### config.mk
export PLATFORM = sky130hd
export DESIGN_NAME = odpc_ctrl
export DESIGN_NICKNAME = d
export VERILOG_FILES = /design/src/odpc_pkg.sv /design/src/odpc_ctrl.sv
export SDC_FILE = /design/constraint.sdc
export NUM_CORES = 1
export LEC_CHECK = 0
export ABC_AREA = 1
export ABC_CLOCK_PERIOD_IN_PS = 1900
export BUFFER_PORTS_ARGS = -buffer_cell sky130_fd_sc_hd__buf_2
export CORE_ASPECT_RATIO = 0.8
export CORE_MARGIN = 5
export CORE_UTILIZATION = 55
export CTS_CLUSTER_DIAMETER = 100
export CTS_CLUSTER_SIZE = 25
export DETAILED_ROUTE_END_ITERATION = 6
export PLACE_DENSITY_LB_ADDON = 0.08
export SKIP_CTS_REPAIR_TIMING = 1
export SYNTH_ARGS = -nofsm -noshare
export SYNTH_HDL_FRONTEND = slang
export SYNTH_SLANG_ARGS = --single-unit
### constraint.sdc
create_clock -name clk_i -period 1.9 [get_ports clk_i]
set_input_delay 0.38 -clock clk_i [delete_from_list [all_inputs] [get_ports clk_i]]
set_output_delay 0.38 -clock clk_i [all_outputs]
set_load 0.02 [all_outputs]
### src/odpc_pkg.sv
package odpc_pkg;

  // ----------------------------------------------------------------
  // Register map, page 1
  // ----------------------------------------------------------------
  localparam logic [7:0] ADDR_PAGE = 8'h00;
  localparam logic [7:0] ADDR_RSVD_LO = 8'h01;
  localparam logic [7:0] ADDR_RSVD_HI = 8'h1D;
  localparam logic [7:0] ADDR_POLICY = 8'h1E;
  localparam logic [7:0] ADDR_HP = 8'h1F;
  localparam logic [7:0] ADDR_SPK = 8'h20;
  localparam logic [7:0] ADDR_TIMING = 8'h21;
  localparam logic [7:0] PAGE_DRV = 8'h01;

  localparam logic [7:0] RST_PAGE = 8'h00;
  localparam logic [7:0] RST_POLICY = 8'h00;
  localparam logic [7:0] RST_HP = 8'h04;
  localparam logic [7:0] RST_SPK = 8'h06;
  localparam logic [7:0] RST_TIMING = 8'h3E;
  // Bit 0 of both driver registers is a read-only flag
  localparam logic [7:0] DRV_WMASK = 8'hFE;

  localparam int POL_HP_BIT = 0;
  localparam int POL_SPK_BIT = 1;
  localparam int L_BIT = 7;
  localparam int R_BIT = 6;
  localparam int HP_CM_LSB = 3;
  localparam int HP_ACT_BIT = 1;
  localparam int FLAG_BIT = 0;
  localparam int T_ORDER_BIT = 7;
  localparam int T_PON_LSB = 3;
  localparam int T_STEP_LSB = 1;
  localparam logic [3:0] PON_CODES = 4'hC;

  // ----------------------------------------------------------------
  // Timing: times in tenths of a microsecond, oscillator in kHz
  // ----------------------------------------------------------------
  localparam longint CLK_KHZ = 125000;
  localparam longint OSC_KHZ = 8200;
  localparam int OSC_DIV_DEF = int'(CLK_KHZ / OSC_KHZ);
  localparam int RAMP_STEPS_DEF = 8;

  function automatic logic [25:0] to_ticks(input longint t_tus);
    to_ticks = 26'(t_tus * OSC_KHZ / 64'd10000);
  endfunction

  localparam logic [11:0][25:0] PON_TICKS_DEF = '{
    to_ticks(64'd61000000), to_ticks(64'd30400000),
    to_ticks(64'd30400000), to_ticks(64'd61000),
    to_ticks(64'd3040000), to_ticks(64'd1530000),
    to_ticks(64'd762000), to_ticks(64'd762000),
    to_ticks(64'd15300), to_ticks(64'd1530),
    to_ticks(64'd153), to_ticks(64'd0)};
  localparam logic [3:0][25:0] STEP_TICKS_DEF = '{
    to_ticks(64'd39000), to_ticks(64'd19500),
    to_ticks(64'd9800), to_ticks(64'd0)};

  // ----------------------------------------------------------------
  // Types
  // ----------------------------------------------------------------
  typedef enum logic [2:0] {
    SEQ_IDLE = 3'b001,
    SEQ_DELAY = 3'b010,
    SEQ_RAMP = 3'b100
  } odpc_seq_e;

  typedef struct packed {
    logic hp_l;
    logic hp_r;
    logic spk_l;
    logic spk_r;
  } odpc_drv_s;

  typedef struct packed {
    logic [7:0] page;
    logic [7:0] policy;
    logic [7:0] hp;
    logic [7:0] spk;
    logic [7:0] timing;
    odpc_seq_e seq;
    logic [7:0] div;
    logic tick;
    logic [25:0] cnt;
    logic [7:0] steps;
    odpc_drv_s done;
    odpc_drv_s en;
    logic hp_flag;
    logic spk_flag;
    logic ilimit;
    logic dac_pdn;
    logic [7:0] rdata;
  } odpc_state_s;

endpackage

### src/odpc_ctrl.sv
`timescale 1ns/1ns
module odpc_ctrl #(
  parameter int OSC_DIV = odpc_pkg::OSC_DIV_DEF,
  parameter int RAMP_STEPS = odpc_pkg::RAMP_STEPS_DEF,
  parameter logic [11:0][25:0] PON_TICKS = odpc_pkg::PON_TICKS_DEF,
  parameter logic [3:0][25:0] STEP_TICKS = odpc_pkg::STEP_TICKS_DEF
) (
  input wire logic clk_i, // 125 MHz clock
  input wire logic nrst_i, // Async reset, active low
  input wire logic reg_wr_i, // Register write strobe
  input wire logic reg_rd_i, // Register read strobe
  input wire logic [7:0] reg_addr_i, // Register offset
  input wire logic [7:0] reg_wdata_i, // Write data
  output logic [7:0] reg_rdata_o, // Read data, next cycle
  input wire logic hp_short_i, // Headphone short detected
  input wire logic spk_short_i, // Class-D short detected
  input wire logic sw_pdn_i, // Software power-down request
  output odpc_pkg::odpc_drv_s drv_en_o, // Driver power enables
  output logic [7:0] ramp_step_o, // Current ramp-up step
  output logic [1:0] hp_cm_sel_o, // Common-mode level code
  output logic hp_ilimit_o, // Headphone current limit
  output logic dac_pdn_o // DAC power-down
);

  odpc_pkg::odpc_state_s s;
  odpc_pkg::odpc_state_s next_s;
  odpc_pkg::odpc_drv_s req;
  logic on_page;
  logic [3:0] pon_code;
  logic [25:0] pon_ticks;
  logic [25:0] step_ticks;

  // ----------------------------------------------------------------
  // Field decode
  // ----------------------------------------------------------------
  always_comb
  begin
    req.hp_l = s.hp[odpc_pkg::L_BIT];
    req.hp_r = s.hp[odpc_pkg::R_BIT];
    req.spk_l = s.spk[odpc_pkg::L_BIT];
    req.spk_r = s.spk[odpc_pkg::R_BIT];
    on_page = (s.page == odpc_pkg::PAGE_DRV);
    pon_code = s.timing[odpc_pkg::T_PON_LSB +: 4];
    // Reserved codes fall back to no delay rather than garbage
    pon_ticks = (pon_code < odpc_pkg::PON_CODES) ?
      PON_TICKS[pon_code] : 26'h0;
    step_ticks = STEP_TICKS[s.timing[odpc_pkg::T_STEP_LSB +: 2]];
  end

  // ----------------------------------------------------------------
  // Next state
  // ----------------------------------------------------------------
  always_comb
  begin
    next_s = s;
    // Oscillator tick stands in for the internal RC clock
    next_s.tick = 1'b0;
    if (s.div == 8'(OSC_DIV - 1))
    begin
      next_s.div = 8'h00;
      next_s.tick = 1'b1;
    end
    else
    begin
      next_s.div = s.div + 8'h01;
    end

    if (reg_wr_i)
    begin
      if (reg_addr_i == odpc_pkg::ADDR_PAGE)
        next_s.page = reg_wdata_i;
      else if (on_page)
      begin
        unique case (reg_addr_i)
          odpc_pkg::ADDR_POLICY: next_s.policy = reg_wdata_i;
          odpc_pkg::ADDR_HP: next_s.hp = reg_wdata_i & odpc_pkg::DRV_WMASK;
          odpc_pkg::ADDR_SPK: next_s.spk = reg_wdata_i & odpc_pkg::DRV_WMASK;
          odpc_pkg::ADDR_TIMING: next_s.timing = reg_wdata_i;
          default: next_s.page = s.page;
        endcase
      end
    end

    // Protection must win over a same-cycle software write
    if (spk_short_i && !s.policy[odpc_pkg::POL_SPK_BIT])
    begin
      next_s.spk[odpc_pkg::L_BIT] = 1'b0;
      next_s.spk[odpc_pkg::R_BIT] = 1'b0;
    end
    if (hp_short_i && !s.policy[odpc_pkg::POL_HP_BIT]
        && s.hp[odpc_pkg::HP_ACT_BIT])
    begin
      next_s.hp[odpc_pkg::L_BIT] = 1'b0;
      next_s.hp[odpc_pkg::R_BIT] = 1'b0;
    end
    next_s.ilimit = hp_short_i && !s.hp[odpc_pkg::HP_ACT_BIT];
    next_s.hp_flag = hp_short_i;
    next_s.spk_flag = spk_short_i && (s.en.spk_l || s.en.spk_r);

    // Power-up sequencer shared by all four drivers
    next_s.done = s.done & req;
    unique case (s.seq)
      odpc_pkg::SEQ_IDLE:
        if ((req & ~s.done) != 4'h0)
        begin
          next_s.seq = odpc_pkg::SEQ_DELAY;
          next_s.cnt = pon_ticks;
          next_s.steps = 8'h00;
        end
      odpc_pkg::SEQ_DELAY:
        if (s.cnt == 26'h0)
        begin
          next_s.seq = odpc_pkg::SEQ_RAMP;
          next_s.cnt = step_ticks;
        end
        else if (s.tick)
          next_s.cnt = s.cnt - 26'h1;
      odpc_pkg::SEQ_RAMP:
        if (s.cnt == 26'h0)
        begin
          if (s.steps == 8'(RAMP_STEPS - 1))
          begin
            next_s.done = req;
            next_s.seq = odpc_pkg::SEQ_IDLE;
          end
          else
          begin
            next_s.steps = s.steps + 8'h01;
            next_s.cnt = step_ticks;
          end
        end
        else if (s.tick)
          next_s.cnt = s.cnt - 26'h1;
    endcase
    if (sw_pdn_i)
    begin
      next_s.done = '0;
      next_s.seq = odpc_pkg::SEQ_IDLE;
    end
    next_s.en = req & next_s.done;
    // Ordered mode waits for every amplifier output to read off
    next_s.dac_pdn = sw_pdn_i
      && (!s.timing[odpc_pkg::T_ORDER_BIT] || s.en == '0);

    next_s.rdata = s.rdata;
    if (reg_rd_i)
    begin
      next_s.rdata = 8'h00;
      if (reg_addr_i == odpc_pkg::ADDR_PAGE)
        next_s.rdata = s.page;
      else if (on_page)
      begin
        unique case (reg_addr_i)
          odpc_pkg::ADDR_POLICY: next_s.rdata = s.policy;
          odpc_pkg::ADDR_HP: next_s.rdata = {s.hp[7:1], s.hp_flag};
          odpc_pkg::ADDR_SPK: next_s.rdata = {s.spk[7:1], s.spk_flag};
          odpc_pkg::ADDR_TIMING: next_s.rdata = s.timing;
          default: next_s.rdata = 8'h00;
        endcase
      end
    end
  end

  // ----------------------------------------------------------------
  // State register
  // ----------------------------------------------------------------
  always_ff @(posedge clk_i or negedge nrst_i)
  begin
    if (!nrst_i)
    begin
      s <= '0;
      s.page <= odpc_pkg::RST_PAGE;
      s.policy <= odpc_pkg::RST_POLICY;
      s.hp <= odpc_pkg::RST_HP;
      s.spk <= odpc_pkg::RST_SPK;
      s.timing <= odpc_pkg::RST_TIMING;
      s.seq <= odpc_pkg::SEQ_IDLE;
    end
    else
      s <= next_s;
  end

  assign reg_rdata_o = s.rdata;
  assign drv_en_o = s.en;
  assign ramp_step_o = s.steps;
  assign hp_cm_sel_o = s.hp[odpc_pkg::HP_CM_LSB +: 2];
  assign hp_ilimit_o = s.ilimit;
  assign dac_pdn_o = s.dac_pdn;
endmodule // odpc_ctrl

==> out/qor.csv, run 1 <==
stage;metric;value;unit
clock_tree;cts_root_buf;clkbuf_16;
critical_path;crit_path_max_incr_delay;0.44;ns
final_layout;syn_to_final_growth;17.4;%
clock_tree;h-tree-depth;3;
synthesis;yosysWarnings;0;
place;numPortBuffers;46;
global_route;antenna_found_initial;0;
drt;via_count;6062;
synthesis;synth_edf_count;0;
synthesis;synth.cell_area;6350;um^2
critical_path;path_cells;nor2_1 > nand2_2 > inv_2 > nand2_1 > nor2_2 > nand2_2 > nand2_2 > nand3_4 > clkbuf_16 > nand2_1 > nand2_1;
final_layout;stdcell_count;1117;
critical_path;critical_path_buf_inv_count;2;
min_path;min-delay-path-class;input port to flop;
synthesis;ys.flop_type;dfrtp_1;
synthesis;synth-simple-area-share;34.3;%
sta;finalSetupViolCount;0;
floorplanning;dieArea;13800;um^2
drt;wl_per_cell;15.6;um
clock_tree;insertion_delay;0.35;ns
sta;rsz0062_at_grt;yes;
critical_path;critical_path_required;2.14;ns
synthesis;ys_types;41;
synthesis;synth_nets;928;
final_layout;finalInstanceArea;7450;um^2
clock_tree;clock_path_buffers;2;
clock_tree;clkSinkCount;104;
job;max-cap-violations;0;
drt;via_per_inst;5.43;
drt;postRouteWirelength;17.5;mm
critical_path;crit_type;flop to flop;
synthesis;ys_seq_elements;104;
drt;antenna_left;0;
sta;hold_viol_final;0;
clock_tree;cts_buffers;9;
global_route;first_global_vias;5702;
clock_tree;cts_tree;built;
synthesis;synthMuxAreaShare;0;%
clock_tree;clk_pin_slew;0.08;ns
floorplanning;io_pins;47;
place;placed_area;6890;um^2
final_layout;layout-drive-gt1-share;18.4;%
sta;layout_setup_ws;0.0246;ns
outcome;status;finished, final reports clean;
synthesis;syn_inst;890;
sta;skew;0.00990;ns
drt;drt_pass1_iterations;6;
sta;period_share;98.7;%
critical_path;cp.arrival;2.12;ns
global_route;grt_pass1_wl;27.9;mm
critical_path;crit_family;simple AND/OR/NAND/NOR gates;
place;dp_slack;-0.113;ns
critical_path;start_kind;flop;
sta;drv_slew;0;
place;place_inst;1091;
sta;setup_tns;0;ns
global_route;gr-usage-all-layers;25.5;%
floorplanning;chipWidth;130;um
critical_path;endpoint_kind;flop;
synthesis;synth_top_cells_by_area;dfrtp_1 37%, nand2_1 17%, nand3_1 6.0%, inv_1 5.3%, nor2_1 5.2%;
synthesis;synth_top_family_by_area;simple AND/OR/NAND/NOR gates;
global_route;globalRoute.totalOverflow;0;
critical_path;path_max_fanout;8;
sta;worstMarginPinSlew;0.503;ns
floorplanning;core;11400;um^2
final_layout;antennaDiodeCount;0;
floorplanning;start_util;55.7;%
final_layout;nNetsFinal;1002;
synthesis;synthArstFlopShare;100;%
sta;maxClockFrequency;533;MHz
drt;drc;0;
global_route;grt_max_degree;59;
sta;fin_crit;1.88;ns
synthesis;seq_area_frac_synth;41.2;%
critical_path;critPathSlowestCell;dfrtp_1;
floorplanning;num_rows;35;
synthesis;synth_top_area_share;37.5;%
synthesis;yosys.area.top_type;dfrtp_1;
place;dp_hpwl;12.8;mm
synthesis;synth_fa_ha_area_share;2.96;%
synthesis;synth_compound_area_share;9.07;%
synthesis;syn_avg_cell_area;7.13;um^2
drt;drt_iter0_drc;453;
place;place.gp.congestion;0.931;
sta;slew_headroom;66.3;%
floorplanning;die_y;106;um
synthesis;synth-xor-area-share;2.62;%
-- metal layers --
layer / vias up / track usage [%] / wire length, um
met5: - / 0 / 0
met3: 29 / 5.98 / 1150
met4: 0 / 5.49 / 268
met1: 2836 / 34.7 / 7670
li1: 2973 / - / -
met2: 224 / 41.5 / 8370
-- synthesized netlist by cell type (2+ instances only) --
library cell	number
buf_2	4
clkbuf_1	10
nor2_2	4
nor3_1	10
o21ai_1	10
nand3b_1	2
nand3_4	2
buf_6	2
dfrtp_1	95
ha_1	15
a21oi_1	25
nor2_4	3
inv_2	4
buf_4	24
inv_1	89
nand4_1	12
nand3_1	76
o211ai_1	2
xor2_1	17
dfstp_2	9
nand2_2	3
o21ai_0	65
a211oi_1	4
xnor2_1	2
nor2_1	88
nor3_2	3
nand2_1	293
nor4_1	4
-- area by class of cell --
| type | count | area, um^2 |
|---|---|---|
| multi-input cells | 650 | 3200 |
| clock inverters | 6 | 100 |
| well taps | 148 | 185 |
| fillers | 1023 | 3940 |
| repair buffers | 104 | 751 |
| clock buffers | 10 | 229 |
| inverters | 95 | 368 |
| flip-flops and latches | 104 | 2620 |
-- path summary, 6_finish.rpt --
check | start | end | slack (ns) | cells after the start
max | s[32] | s[43] | 0.02 | 11
min | hp_short_i | s[11] | 0.17 | 1
max reg2reg | s[32] | s[43] | 0.02 | 11
min reg2reg | s[84] | s[84] | 0.48 | 2
max in group asynchronous | nrst_i | s[63] | 0.73 | 3
min in group asynchronous | nrst_i | ramp_step_o[5] | 0.45 | 2
-- state kept, by name, summed over array words and instances (netlist names) --
signal and cells:
reg_rdata_o 8, ramp_step_o 8, hp_ilimit_o 1, hp_cm_sel_o 2
req 4, drv_en_o 4, pon_code 4, s 72
dac_pdn_o 1
-- cells by family after synthesis --
logic type,Yosys count
and+or+nand+nor,506
adders and majority gates,15
DFF,104
buffers and inverters,136
AOI/OAI and AO/OA,110
xor gates and xnor gates,19
-- placed cells by master (no fill, tap or decap), types with 3 or more instances in the layout --
| cell | Yosys | layout |
|---|---|---|
| a211oi_1 | 4 | 4 |
| a21oi_1 | 25 | 25 |
| buf_12 | 0 | 3 |
| buf_2 | 4 | 45 |
| buf_4 | 24 | 52 |
| clkbuf_16 | 0 | 11 |
| dfrtp_1 | 95 | 93 |
| dfstp_2 | 9 | 9 |
| ha_1 | 15 | 13 |
| inv_1 | 89 | 86 |
| inv_2 | 4 | 6 |
| inv_8 | 0 | 3 |
| nand2_1 | 293 | 286 |
| nand2_2 | 3 | 10 |
| nand3_1 | 76 | 75 |
| nand4_1 | 12 | 12 |
| nor2_1 | 88 | 77 |
| nor2_2 | 4 | 11 |
| nor2_4 | 3 | 7 |
| nor3_1 | 10 | 10 |
| nor3_2 | 3 | 3 |
| nor4_1 | 4 | 3 |
| o21ai_0 | 65 | 63 |
| o21ai_1 | 10 | 12 |
| xor2_1 | 17 | 17 |
-- per-stage QoR --
stage / hold slack (ns) / util, %
after floorplan: 0.0844 / -
after global placement: 0.286 / 60.5
after detailed placement: 0.286 / 60.5
after CTS: -0.0945 / 63.4
after global routing: 0.166 / 65.4
final: 0.166 / 65.4
Power of run 1 is not shown: default switching activity piles up to over one toggle a cycle in this logic, so the estimate is an artifact.
==> run 2, diff against run 1 <==
- CORE_MARGIN: 5 -> unset
==> run 2 against run 1 <==
The flow now finishes with violations (negative hold slack, negative setup slack). First-iteration DRC count increased by 29%. Clock skew about the same. Final cell count up 2.8%. Sequential share of layout area is 2.0 points lower. Maximum frequency decreased by 6.4%. Non-clock buffer count is 32 higher.
==> out/qor.csv, run 2 (synthesis results as in run 1) <==
stage;metric;value;unit
power;clock_power_share;13.8;%
sta;period_share;105;%
sta;worstMarginPinSlew;0.572;ns
floorplanning;dieArea;12000;um^2
critical_path;crit_type;flop to flop;
clock_tree;clkSinkCount;104;
sta;layout_setup_ws;-0.104;ns
place;numPortBuffers;46;
final_layout;antennaDiodeCount;0;
sta;hold_ws;-0.0205;ns
floorplanning;num_rows;34;
sta;rsz0062_at_grt;yes;
global_route;grt_max_degree;46;
final_layout;layout-drive-gt1-share;25.4;%
job;max-cap-violations;0;
floorplanning;start_util;57.4;%
final_layout;regMostFlops;s;
critical_path;path_max_fanout;6;
final_layout;nNetsFinal;1037;
place;place_inst;1116;
critical_path;cp.arrival;2.25;ns
global_route;grt_pass1_wl;29.6;mm
clock_tree;clock_path_buffers;2;
floorplanning;core;11100;um^2
drt;antenna_left;0;
critical_path;critical_path_required;2.15;ns
final_layout;final_cell_mix;259 x nand2_1, 94 x dfrtp_1, 83 x inv_1;
sta;hold_viol_final;19;
global_route;gr-usage-all-layers;32.2;%
final_layout;syn_to_final_growth;24.4;%
final_layout;final_util;71.4;%
final_layout;multi_input_area;3370;um^2
drt;drt_pass1_iterations;6;
power;p_sw;6780;uW
sta;setup_tns;-1.20;ns
critical_path;critPathSlowestCell;dfrtp_1;
drt;postRouteWirelength;19.2;mm
power;ir_worst_vdd;1210;uV
place;dp_hpwl;13.6;mm
drt;drc;0;
sta;maxClockFrequency;499;MHz
power;pwr-share-seq;18.4;%
clock_tree;cts_buffers;9;
floorplanning;die_y;98.1;um
clock_tree;cts_tree;built;
power;power.internal;7300;uW
sta;drv_slew;0;
floorplanning;io_pins;47;
final_layout;fill_cells;905;
critical_path;crit_path_max_incr_delay;0.40;ns
power;powerDensity;1780;nW/um^2
power;comb_power_share;67.8;%
power;leakagePower;0.00425;uW
final_layout;largest_reg_flops;72;
min_path;min-delay-path-class;input port to asynchronous set/reset pin;
place;place.gp.congestion;0.955;
final_layout;final_common_cell;nand2_1;
outcome;status;finished with violations;
sta;fin_crit;2.00;ns
clock_tree;clk_pin_slew;0.07;ns
global_route;antenna_found_initial;0;
sta;finalSetupViolCount;26;
critical_path;path_cells;nor2_2 > nand2_1 > buf_4 > nor2_4 > nand2_4 > nor2_8 > nand3_4 > nand3_4 > buf_12 > buf_12 > inv_8 > nand2_2 > nand2_1;
global_route;globalRoute.totalOverflow;0;
clock_tree;h-tree-depth;3;
drt;via_per_inst;5.56;
final_layout;seq_area;2620;um^2
sta;skew;0.00980;ns
clock_tree;cts_root_buf;clkbuf_16;
critical_path;critPathLaunch;s[51];
sta;slew_headroom;61.4;%
final_layout;stdcell_count;1148;
critical_path;endpoint_kind;flop;
floorplanning;chipWidth;122;um
power;switching_share;48.2;%
clock_tree;insertion_delay;0.35;ns
drt;drt_iter0_drc;586;
place;dp_slack;-0.243;ns
drt;via_count;6381;
critical_path;start_kind;flop;
outcome;violations;negative hold slack, negative setup slack;
critical_path;rr_startpoint;s[51];
global_route;first_global_vias;5823;
drt;wl_per_cell;16.7;um
run 2: changes by cell type in the layout (fill, tap and decap cells not counted), sizes merged:
cell,delta
nand3,+1
buf,+33
bufinv,-1
clkinvlp,-1
clkinv,+4
dlygate4sd3,-1
run 2: stage by stage:
stage                     area [um^2]  power, uW  hold WS (ns)
after global placement           7090      13000         0.354
after floorplan                  6350       6190        0.0844
after CTS                        7390      13500      -0.00625
final                            7900      14100       -0.0205
after global routing             7900      14900       0.00790
after detailed placement         7090      11500         0.363
run 2: worst paths after layout:
path / endpoint / slack [ns] / depth (start not counted)
worst max-delay path: s[36] / -0.10 / 13
worst min-delay path: dac_pdn_o / -0.02 / 1
worst max register to register: s[36] / -0.10 / 13
worst min register to register: s[84] / 0.48 / 2
max in group asynchronous: s[84] / 1.25 / 2
min in group clk_i: s[11] / 0.17 / 1
run 2: power by group through the flow:
stage / Clock [uW] / Combinational (uW) / Sequential (uW)
detailed placement: 0 / 8850 / 2640
CTS: 1950 / 8900 / 2600
global route: 2050 / 10200 / 2610
floorplan: 0 / 3620 / 2580
global placement: 0 / 10300 / 2680
finish: 1940 / 9540 / 2590
run 2: cell type report:
type,count,share of cell area [%]
clock buffers,10,3.03
clock inverters,6,0.840
repair buffers,136,13.1
flip-flops and latches,104,33.1
repair inverters,2,0.285
multi-input cells,651,42.7
inverters,95,4.67
well taps,144,2.28
run 2: worst max-delay path, delay by kind of cell (launching register included):
kind / cells / cell delay, ns
AND/OR/NAND/NOR: 9 / 1.01
buffers and inverters: 4 / 0.47
flip-flops: 1 / 0.40
run 2: routing by layer:
layer / GRT usage [%] / up-vias / routed length (um)
met5: 0 / - / 0
met4: 6.75 / 0 / 296
met3: 7.36 / 30 / 1720
met2: 48.7 / 293 / 8470
met1: 47.2 / 3014 / 8710
li1: - / 3044 / -
Note: power is estimated with default switching activity, not from simulation.
